[config.mk]
export PLATFORM = sky130hd
export DESIGN_NAME = drfam_monitor
export DESIGN_NICKNAME = d
export VERILOG_FILES = /design/src/drfam_pkg.sv /design/src/drfam_monitor.sv /design/src/drfam_history.sv
export SDC_FILE = /design/constraint.sdc
export NUM_CORES = 1
export LEC_CHECK = 0
export ABC_AREA = 1
export BUFFER_PORTS_ARGS = -buffer_cell sky130_fd_sc_hd__buf_4
export CAP_MARGIN = 25
export CELL_PAD_IN_SITES_DETAIL_PLACEMENT = 1
export CELL_PAD_IN_SITES_GLOBAL_PLACEMENT = 2
export CORE_AREA = 2 2 179 181
export CTS_CLUSTER_SIZE = 28
export DETAILED_ROUTE_END_ITERATION = 16
export DIE_AREA = 0 0 181 183
export GPL_TIMING_DRIVEN = 1
export HOLD_SLACK_MARGIN = 0.08
export PLACE_DENSITY = 0.8
export SLEW_MARGIN = 5
export SYNTH_ARGS = -nofsm -noshare
export SYNTH_HDL_FRONTEND = slang
export SYNTH_SLANG_ARGS = --single-unit
export TNS_END_PERCENT = 50
[constraint.sdc]
create_clock -name core_clk_i -period 7.6 [get_ports core_clk_i]
set_input_delay 1.52 -clock core_clk_i [delete_from_list [all_inputs] [get_ports core_clk_i]]
set_output_delay 1.52 -clock core_clk_i [all_outputs]
set_load 0.02 [all_outputs]
[src/drfam_pkg.sv]
package drfam_pkg;
  // ************************************************************
  // Timing
  // ************************************************************
  localparam int CLK_HZ             = 200_000_000;
  localparam int TICK_TIME_US       = 1000;
  localparam int TICK_CYCLES        = CLK_HZ / 1_000_000 * TICK_TIME_US;
  localparam int BUS_TIMEOUT_MS     = 2000;
  localparam int SETUP_TIMEOUT_MS   = 5000;
  localparam int LINK_LOSS_MS       = 2000;
  localparam int BOTH_DIR_MS        = 500;
  localparam int WRITE_FAIL_SHOW_MS = 1000;
  localparam int GROUND_TRIP_PCT    = 50;
  localparam int HIST_DEPTH         = 4;
  localparam int EXT_N              = 5;
  localparam int SELF_N             = 9;
  localparam int FAULT_N            = 21;
  localparam int ALARM_N            = 8;

  // ************************************************************
  // Register map
  // ************************************************************
  localparam logic [7:0]  REG_STATUS     = 8'h00;
  localparam logic [7:0]  REG_IRQ_CLEAR  = 8'h04;
  localparam logic [7:0]  REG_IRQ_ENABLE = 8'h08;
  localparam logic [7:0]  REG_CONTROL    = 8'h0c;
  localparam logic [7:0]  REG_STATE      = 8'h10;
  localparam logic [7:0]  REG_HISTORY    = 8'h14;
  localparam int          EV_TRIP        = 0;
  localparam int          EV_ALARM       = 1;
  localparam int          EV_WRFAIL      = 2;
  localparam int          EV_W           = 3;
  localparam int          CTRL_RESET_BIT = 0;
  localparam int          CTRL_CONT_LSB  = 4;
  localparam logic [31:0] CONTROL_RST    = 32'h0000_0000;
  localparam int          ST_FAULT_LSB   = 0;
  localparam int          ST_ALARM_LSB   = 8;
  localparam int          ST_DRIVE_BIT   = 16;
  localparam int          ST_WAIT_BIT    = 17;
  localparam int          ST_LATCH_BIT   = 18;

  // ************************************************************
  // Display codes
  // ************************************************************
  localparam logic [7:0] CODE_NONE                   = 8'h00;
  localparam logic [7:0] CODE_OUTPUT_INHIBIT_ALARM   = 8'h01;
  localparam logic [7:0] CODE_BOTH_DIRECTION_CMD     = 8'h04;
  localparam logic [7:0] CODE_PARAM_WRITE_FAIL       = 8'h05;
  localparam logic [7:0] CODE_CTRL_DATA_TIMEOUT      = 8'h02;
  localparam logic [7:0] CODE_HOST_EXTERNAL_TRIP     = 8'h10;
  localparam logic [7:0] CODE_DC_LINK_PROTECTOR_OPEN = 8'h20;
  localparam logic [7:0] CODE_GROUND_LEAK_TRIP       = 8'h21;
  localparam logic [7:0] CODE_ILLEGAL_PARAM          = 8'h30;
  localparam logic [7:0] CODE_LINK_SETUP_TIMEOUT     = 8'h40;
  localparam logic [7:0] CODE_LINK_LOSS_FAULT        = 8'h41;
  localparam logic [3:0] CLASS_ILLEGAL               = 4'h3;
  localparam logic [3:0] CLASS_CTRL_LO               = 4'h4;
  localparam logic [3:0] CLASS_CTRL_HI               = 4'h5;
  localparam logic [7:0] EXT_CODE [EXT_N] = '{8'h13, 8'h15, 8'h16, 8'h17, 8'h18};
  // Inhibit circuit, SRAM, checksum, CPU converter, option connection,
  // option converter, option self-test, model mismatch, mutual check
  localparam logic [7:0] SELF_CODE [SELF_N] =
    '{8'h42, 8'h43, 8'h44, 8'h45, 8'h46, 8'h50, 8'h51, 8'h52, 8'h53};
endpackage

[src/drfam_monitor.sv]
module drfam_monitor
  import drfam_pkg::*;
#(
  parameter int TICK_CYC   = TICK_CYCLES,
  parameter int BUS_MS     = BUS_TIMEOUT_MS,
  parameter int SETUP_MS   = SETUP_TIMEOUT_MS,
  parameter int LOSS_MS    = LINK_LOSS_MS,
  parameter int DIR_MS     = BOTH_DIR_MS,
  parameter int ERRSHOW_MS = WRITE_FAIL_SHOW_MS,
  parameter int CUR_W      = 12
) (
  input  wire logic              core_clk_i,
  input  wire logic              sys_rst_i,
  input  wire logic [7:0]        reg_addr_i,
  input  wire logic [31:0]       reg_wdata_i,
  input  wire logic              reg_wr_i,
  input  wire logic              reg_rd_i,
  output logic      [31:0]       reg_rdata_o,
  input  wire logic              inhibit_cmd_i,
  input  wire logic              fwd_run_i,
  input  wire logic              rev_run_i,
  input  wire logic [EXT_N-1:0]  ext_trip_i,
  input  wire logic              host_trip_i,
  input  wire logic              plc_link_up_i,
  input  wire logic              ctrl_data_valid_i,
  input  wire logic              remote_link_up_i,
  input  wire logic              remote_link_err_i,
  input  wire logic              program_mode_i,
  input  wire logic              nvm_write_fail_i,
  input  wire logic [CUR_W-1:0]  ground_current_i,
  input  wire logic [CUR_W-1:0]  rated_current_i,
  input  wire logic              dc_fuse_open_i,
  input  wire logic [SELF_N-1:0] selftest_fail_i,
  input  wire logic              illegal_param_i,
  output logic                   drive_enable_o,
  output logic                   fault_relay_o,
  output logic                   fault_signal_o,
  output logic      [7:0]        display_code_o,
  output logic                   display_blink_o,
  output logic                   waiting_host_o,
  output logic                   irq_o
);
  localparam int TW    = (TICK_CYC > 1) ? $clog2(TICK_CYC) : 1;
  localparam int N_TMR = 5;
  localparam int T_BUS = 0;
  localparam int T_SET = 1;
  localparam int T_LOS = 2;
  localparam int T_DIR = 3;
  localparam int T_ERR = 4;
  localparam int PW    = CUR_W + 8;

  generate
    if (TICK_CYC < 1 || BUS_MS < 1 || SETUP_MS < 1 || LOSS_MS < 1 || DIR_MS < 1 ||
        ERRSHOW_MS < 1 || BUS_MS > 8190 || SETUP_MS > 8190 || LOSS_MS > 8190 ||
        DIR_MS > 8190 || ERRSHOW_MS > 8190 || CUR_W < 1 || CUR_W > 20) begin : g_bad
      $error("drfam_monitor: parameter out of range");
    end
  endgenerate

  // ************************************************************
  // Millisecond tick
  // ************************************************************
  logic [TW-1:0] tick_cnt;
  wire           tick = (tick_cnt == TW'(TICK_CYC - 1));

  always_ff @(posedge core_clk_i) begin
    if (sys_rst_i || tick) tick_cnt <= '0;
    else tick_cnt <= tick_cnt + TW'(1);
  end

  // ************************************************************
  // Supervision timers, counted in ticks and saturating
  // ************************************************************
  logic             link_ever;
  logic             wr_fail_show;
  logic [12:0]      tmr_cnt [N_TMR];
  logic [12:0]      tmr_lim [N_TMR];
  logic [N_TMR-1:0] tmr_run;
  logic [N_TMR-1:0] tmr_exp;

  // Strict limits add one tick; tick phase gives up to one tick of slack
  assign tmr_lim[T_BUS] = 13'(BUS_MS + 1);
  assign tmr_lim[T_SET] = 13'(SETUP_MS);
  assign tmr_lim[T_LOS] = 13'(LOSS_MS);
  assign tmr_lim[T_DIR] = 13'(DIR_MS + 1);
  assign tmr_lim[T_ERR] = 13'(ERRSHOW_MS);
  assign tmr_run[T_BUS] = plc_link_up_i && !ctrl_data_valid_i;
  assign tmr_run[T_SET] = !link_ever;
  assign tmr_run[T_LOS] = link_ever && remote_link_err_i;
  assign tmr_run[T_DIR] = fwd_run_i && rev_run_i;
  assign tmr_run[T_ERR] = wr_fail_show;

  generate
    for (genvar t = 0; t < N_TMR; t++) begin : g_tmr
      always_ff @(posedge core_clk_i) begin
        if (sys_rst_i || !tmr_run[t]) tmr_cnt[t] <= '0;
        else if (tick && tmr_cnt[t] < tmr_lim[t]) tmr_cnt[t] <= tmr_cnt[t] + 13'h1;
      end
      assign tmr_exp[t] = tmr_run[t] && (tmr_cnt[t] >= tmr_lim[t]);
    end
  endgenerate

  always_ff @(posedge core_clk_i) begin
    if (sys_rst_i) link_ever <= 1'b0;
    else if (remote_link_up_i) link_ever <= 1'b1;
  end

  // Set wins over the end of the showing time
  wire wr_fail_evt = nvm_write_fail_i && program_mode_i;

  always_ff @(posedge core_clk_i) begin
    if (sys_rst_i) wr_fail_show <= 1'b0;
    else if (wr_fail_evt) wr_fail_show <= 1'b1;
    else if (tmr_exp[T_ERR]) wr_fail_show <= 1'b0;
  end

  // ************************************************************
  // Condition sorting
  // ************************************************************
  logic [31:0]      control;
  wire [EXT_N-1:0]  ext_cont = control[CTRL_CONT_LSB +: EXT_N];
  wire [PW-1:0]     gnd_scaled = PW'(ground_current_i) * PW'(100);
  wire [PW-1:0]     rated_scaled = PW'(rated_current_i) * PW'(GROUND_TRIP_PCT);
  wire              ground_trip = gnd_scaled > rated_scaled;
  wire [FAULT_N-1:0] fault_cond = {illegal_param_i,
                                   selftest_fail_i,
                                   tmr_exp[T_LOS],
                                   tmr_exp[T_SET],
                                   tmr_exp[T_BUS],
                                   ground_trip,
                                   dc_fuse_open_i,
                                   ext_trip_i & ~ext_cont,
                                   host_trip_i};
  wire [ALARM_N-1:0] alarm_cond = {ext_trip_i & ext_cont,
                                   wr_fail_show,
                                   tmr_exp[T_DIR],
                                   inhibit_cmd_i};
  wire              fault_any = |fault_cond;
  wire              alarm_any = |alarm_cond;

  logic [7:0] fault_code_tbl [FAULT_N];
  logic [7:0] alarm_code_tbl [ALARM_N];
  logic [7:0] fault_pick;
  logic [7:0] alarm_pick;

  assign fault_code_tbl[0]  = CODE_HOST_EXTERNAL_TRIP;
  assign fault_code_tbl[6]  = CODE_DC_LINK_PROTECTOR_OPEN;
  assign fault_code_tbl[7]  = CODE_GROUND_LEAK_TRIP;
  assign fault_code_tbl[8]  = CODE_CTRL_DATA_TIMEOUT;
  assign fault_code_tbl[9]  = CODE_LINK_SETUP_TIMEOUT;
  assign fault_code_tbl[10] = CODE_LINK_LOSS_FAULT;
  assign fault_code_tbl[20] = CODE_ILLEGAL_PARAM;
  assign alarm_code_tbl[0]  = CODE_OUTPUT_INHIBIT_ALARM;
  assign alarm_code_tbl[1]  = CODE_BOTH_DIRECTION_CMD;
  assign alarm_code_tbl[2]  = CODE_PARAM_WRITE_FAIL;

  generate
    for (genvar e = 0; e < EXT_N; e++) begin : g_ext
      assign fault_code_tbl[1 + e] = EXT_CODE[e];
      assign alarm_code_tbl[3 + e] = EXT_CODE[e];
    end
    for (genvar s = 0; s < SELF_N; s++) begin : g_self
      assign fault_code_tbl[11 + s] = SELF_CODE[s];
    end
  endgenerate

  // Lowest index wins, so externally caused trips show before self-checks
  always_comb begin
    fault_pick = CODE_NONE;
    alarm_pick = CODE_NONE;
    for (int i = FAULT_N - 1; i >= 0; i--) begin
      if (fault_cond[i]) fault_pick = fault_code_tbl[i];
    end
    for (int j = ALARM_N - 1; j >= 0; j--) begin
      if (alarm_cond[j]) alarm_pick = alarm_code_tbl[j];
    end
  end

  // ************************************************************
  // Fault latch and outputs
  // ************************************************************
  logic       fault_latched;
  logic [7:0] fault_code;
  logic       alarm_any_q;
  wire        ctrl_wr   = reg_wr_i && (reg_addr_i == REG_CONTROL);
  wire        reset_req = ctrl_wr && reg_wdata_i[CTRL_RESET_BIT];
  wire        trip      = !fault_latched && fault_any;
  wire        release_f = fault_latched && reset_req && !fault_any;
  wire        next_drive_en = !(fault_latched || trip) && !inhibit_cmd_i &&
                              !tmr_exp[T_DIR];

  always_ff @(posedge core_clk_i) begin
    if (sys_rst_i) begin
      fault_latched <= 1'b0;
      fault_code    <= CODE_NONE;
    end else if (trip) begin
      fault_latched <= 1'b1;
      fault_code    <= fault_pick;
    end else if (release_f) begin
      fault_latched <= 1'b0;
      fault_code    <= CODE_NONE;
    end
  end

  always_ff @(posedge core_clk_i) begin
    if (sys_rst_i) begin
      drive_enable_o  <= 1'b0;
      fault_relay_o   <= 1'b0;
      fault_signal_o  <= 1'b0;
      display_code_o  <= CODE_NONE;
      display_blink_o <= 1'b0;
      waiting_host_o  <= 1'b1;
      alarm_any_q     <= 1'b0;
    end else begin
      drive_enable_o  <= next_drive_en;
      fault_relay_o   <= fault_latched || trip;
      fault_signal_o  <= fault_latched || trip;
      display_code_o  <= trip ? fault_pick : fault_latched ? fault_code : alarm_pick;
      display_blink_o <= !(fault_latched || trip) && alarm_any;
      waiting_host_o  <= !plc_link_up_i;
      alarm_any_q     <= alarm_any;
    end
  end

  // ************************************************************
  // Fault history, fed only by trips
  // ************************************************************
  logic [8*HIST_DEPTH-1:0] hist;

  drfam_history #(
    .DEPTH      (HIST_DEPTH)
  ) u_history (
    .core_clk_i (core_clk_i),
    .sys_rst_i  (sys_rst_i),
    .push_i     (trip),
    .code_i     (fault_pick),
    .hist_o     (hist)
  );

  // ************************************************************
  // Register slave and interrupt
  // ************************************************************
  logic [EV_W-1:0] status;
  logic [EV_W-1:0] irq_en;
  wire [EV_W-1:0]  ev_set = {wr_fail_evt, alarm_any && !alarm_any_q, trip};
  wire [EV_W-1:0]  ev_clr = (reg_wr_i && reg_addr_i == REG_IRQ_CLEAR) ?
                            reg_wdata_i[EV_W-1:0] : '0;
  wire [31:0]      state_word = {13'h0, fault_latched, waiting_host_o, drive_enable_o,
                                 alarm_pick, fault_code};
  wire [31:0]      rd_mux = (reg_addr_i == REG_STATUS)     ? 32'(status) :
                            (reg_addr_i == REG_IRQ_ENABLE) ? 32'(irq_en) :
                            (reg_addr_i == REG_CONTROL)    ? {control[31:1], 1'b0} :
                            (reg_addr_i == REG_STATE)      ? state_word :
                            (reg_addr_i == REG_HISTORY)    ? 32'(hist) : 32'h0;

  always_ff @(posedge core_clk_i) begin
    if (sys_rst_i) begin
      status      <= '0;
      irq_en      <= '0;
      control     <= CONTROL_RST;
      reg_rdata_o <= 32'h0;
    end else begin
      // A new event in the clearing cycle survives the clear
      status      <= (status & ~ev_clr) | ev_set;
      reg_rdata_o <= reg_rd_i ? rd_mux : 32'h0;
      if (reg_wr_i && reg_addr_i == REG_IRQ_ENABLE) irq_en <= reg_wdata_i[EV_W-1:0];
      if (ctrl_wr) control <= {23'h0, reg_wdata_i[CTRL_CONT_LSB +: EXT_N], 4'h0};
    end
  end

  assign irq_o = |(status & irq_en);
endmodule

[src/drfam_history.sv]
module drfam_history
  import drfam_pkg::*;
#(
  parameter int DEPTH = HIST_DEPTH
) (
  input  wire logic                 core_clk_i,
  input  wire logic                 sys_rst_i,
  input  wire logic                 push_i,
  input  wire logic [7:0]           code_i,
  output logic      [8*DEPTH-1:0]   hist_o
);
  logic [7:0] entry [DEPTH];

  // ************************************************************
  // Entry filter
  // ************************************************************
  wire excluded = (code_i[7:4] == CLASS_ILLEGAL) || (code_i[7:4] == CLASS_CTRL_LO) ||
                  (code_i[7:4] == CLASS_CTRL_HI);
  wire take     = push_i && !excluded && (code_i != entry[0]);

  // ************************************************************
  // Shift register, newest in entry 0
  // ************************************************************
  generate
    if (DEPTH < 1) begin : g_bad
      $error("drfam_history: DEPTH must be at least 1");
    end
    for (genvar i = 0; i < DEPTH; i++) begin : g_ent
      if (i == 0) begin : g_head
        always_ff @(posedge core_clk_i) begin
          if (sys_rst_i) entry[i] <= CODE_NONE;
          else if (take) entry[i] <= code_i;
        end
      end else begin : g_tail
        always_ff @(posedge core_clk_i) begin
          if (sys_rst_i) entry[i] <= CODE_NONE;
          else if (take) entry[i] <= entry[i-1];
        end
      end
      assign hist_o[8*i +: 8] = entry[i];
    end
  endgenerate
endmodule

==> results_dict.tcl <==
set metrics [dict create \
    status "finished, final reports clean" \
    syn_area_mm2 0.0111 \
    hold_viol_final 0 \
    fin_total_pwr_mw 2.61 \
    worstReg2RegStart "tick_cnt[0]" \
    viasPerCell 4.75 \
    crit_slowest_cell "fa_1" \
    clockBufferDepth 2 \
    end_kind "flip-flop" \
    final_nets 1661 \
    clockPowerShare 0.353 \
    synth_top_area_share 0.252 \
    hp-start "alarm_any_q" \
    cp_max_fo 14 \
    synth-seq-cells 173 \
    placedInstanceArea_mm2 0.0124 \
    wl_mm 26.8 \
    rr_endpoint "tmr_cnt[2][9]" \
    wl_per_cell_um 14.4 \
    cts.htree.levels 4 \
    cts.clk_slew.worst_paths_ns 0.08 \
    core_mm2 0.0312 \
    cp_slowest_stage_delay_ns 0.50 \
    yosys_warnings 0 \
    cp_common_cell "ha_1" \
    vias 8827 \
    fin_crit_ns 6.64 \
    post_cts_buffers 0 \
    swShare 0.336 \
    rsz0062_at_grt "no" \
    stdcell_area_mm2 0.0131 \
    fin_util 0.418 \
    worstHoldPathCells 1 \
    hold_path.class "flip-flop to flip-flop" \
    yosys.area.top_type "edfxtp_1" \
    pwr-share-comb 0.250 \
    remaining_drc_errors 0 \
    synth_edf_count 93 \
    ys_async_sr_fraction 0 \
    avgSynthCellArea_um2 8.45 \
    p_switching_uw 878 \
    relSlewSlack 0.362 \
    critical_path_depth 32 \
    critical-path-top-delay-family "simple AND/OR/NAND/NOR gates" \
    cp-start-kind "primary input" \
    max_freq_mhz 151 \
    grt_antenna_before_repair 0 \
    clock_skew_ns 0.0305 \
    max-vdd-ir-drop_v 0.000153 \
    reg2reg_depth 12 \
    cts-resized-gates 0 \
    cts_hold_buf 0 \
    die_y_um 183 \
    setup_viol 0 \
    first_global_vias 9072 \
    cts_buffers 17 \
    setup_tns_ns 0 \
    grt-ovfl-total 0 \
    grt_pass1_wl_mm 44.9 \
    pwr-share-seq 0.397 \
    cp.required_ns 7.79 \
    tightestPinTransition_ns 0.953 \
    intPower_mw 1.73 \
    row_count 65 \
    worst_ep_arrival_time_ns 6.83 \
    cts_tree "built" \
    slew_violations 0 \
    areaGrowthSynthToFinish_pct 17.9 \
    yosysSeqAreaShare 0.396 \
    max_cap_violations 0 \
    fillerInstances 3772 \
    grt_max_degree 29 \
    io_buffers 111 \
    clk_latency_ns 0.45 \
    pin_count 140 \
    ant_nets 0 \
    hpwlAfterDp_mm 21.4 \
    holdPathEnd "status[1]" \
    ys_top_cells_by_count "inv_1, nand2_1, nor2_1, ha_1, edfxtp_1" \
    die_area_mm2 0.0331 \
    period_share 0.873 \
    path_buf_inv 5 \
    ys_types 56 \
    start_util 0.355 \
    leakagePower_nw 5.86 \
    p_per_area_mw_per_mm2 200 \
    ys.flop_type "edfxtp_1" \
    hold_slack_ns 0.424 \
    die_w_um 181 \
    synthTopCellsByArea "edfxtp_1, dfxtp_1, ha_1, inv_1, nand2_1" \
    syn_inst 1311 \
    dr.pass1.iters 5 \
    layout-drive-gt1-share 0.165 \
    drtIter0Drc 375 \
    antenna_cells 0 \
    synth.most_common_cell "inv_1" \
    rrSetupSlack_ns 4.60 \
    clkSinkCount 173 \
    crit_type "primary input to flip-flop" \
    cts_root_buf "clkbuf_16" \
    gp_congestion 0.795 \
    grtUsageTotal 0.168 \
]
## cells by family after synthesis
| family | Yosys count | synth area share |
|---|---|---|
| other cells | 1 | 0.000338 |
| compound gates | 144 | 0.0768 |
| simple gates | 554 | 0.243 |
| fa+ha+maj | 123 | 0.148 |
| xor+xnor | 51 | 0.0403 |
| flops | 173 | 0.396 |
| buf+inv | 265 | 0.0948 |
## power groups by stage
stage / combinational (mW) / clock [mW] / sequential, mW
after floorplan: 0.492 / 0 / 1.05
after global placement: 0.646 / 0 / 1.06
after CTS: 0.672 / 0.947 / 1.04
after detailed placement: 0.665 / 0 / 1.06
after global routing: 0.767 / 0.989 / 1.04
final: 0.652 / 0.923 / 1.04
## registers in the layout (all words and copies together), names as in the netlist, 3 cells and up
register         flops
control              5
display_code_o       7
reg_rdata_o         29
tmr_cnt             65
irq_en               3
u_history.entry     28
fault_code           7
status               3
tick_cnt            18
## worst max-delay path by stage
stage	startpoint	to	slack (ns)
after floorplan	rated_current_i[3]	u_history.entry[0][0]	1.17
after global placement	rated_current_i[1]	u_history.entry[1][1]	0.47
after detailed placement	ground_current_i[3]	u_history.entry[1][3]	0.35
after CTS	ground_current_i[3]	u_history.entry[1][3]	0.79
after global routing	ground_current_i[5]	u_history.entry[1][3]	0.52
final	ground_current_i[3]	u_history.entry[1][3]	0.96
## cells in the final DEF (no fill, tap or decap), types with 5 or more instances in the layout
master / netlist / final
inv_1: 232 / 232
conb_1: 1 / 16
nand3_1: 47 / 47
nor4_1: 5 / 5
nor2_2: 9 / 9
fa_1: 14 / 14
buf_4: 5 / 116
o21ai_0: 31 / 31
dfxtp_1: 80 / 80
ha_1: 109 / 109
inv_2: 12 / 12
nor2_1: 165 / 165
nand2_2: 21 / 21
nor3_1: 30 / 30
nand4_1: 15 / 15
nor3b_1: 10 / 10
o221ai_1: 5 / 5
a21oi_1: 69 / 69
o21bai_1: 6 / 6
nor2_4: 22 / 22
edfxtp_1: 93 / 93
clkbuf_16: 0 / 17
xnor2_1: 13 / 13
nand3_2: 9 / 9
nand2_1: 201 / 201
xor2_1: 38 / 38
clkinv_8: 0 / 5
## stage by stage
stage / instances / setup slack (ns)
2_1_floorplan: 1326 / 1.17
3_5_place_dp: 1826 / 0.350
6_report: 1859 / 0.962
4_1_cts: 1858 / 0.792
3_3_place_gp: 1826 / 0.466
5_1_grt: 1859 / 0.519
## final cells by class
class | instances | area, um2 | share of cell area
multi-input cells | 888 | 5690 | 0.436
flip-flops and latches | 173 | 4390 | 0.336
repair buffers | 119 | 926 | 0.0709
inverters | 245 | 920 | 0.0704
well taps | 402 | 503 | 0.0385
clock buffers | 17 | 425 | 0.0326
clock inverters | 15 | 204 | 0.0156
## metal layers
layer	track usage	vias up	share of wire
met2	0.302	102	0.51
met1	0.211	4223	0.45
met5	0	-	0
met4	0.0371	0	0.0092
met3	0.0280	14	0.030
li1	-	4488	-
Power figures use the tool's default switching activity.
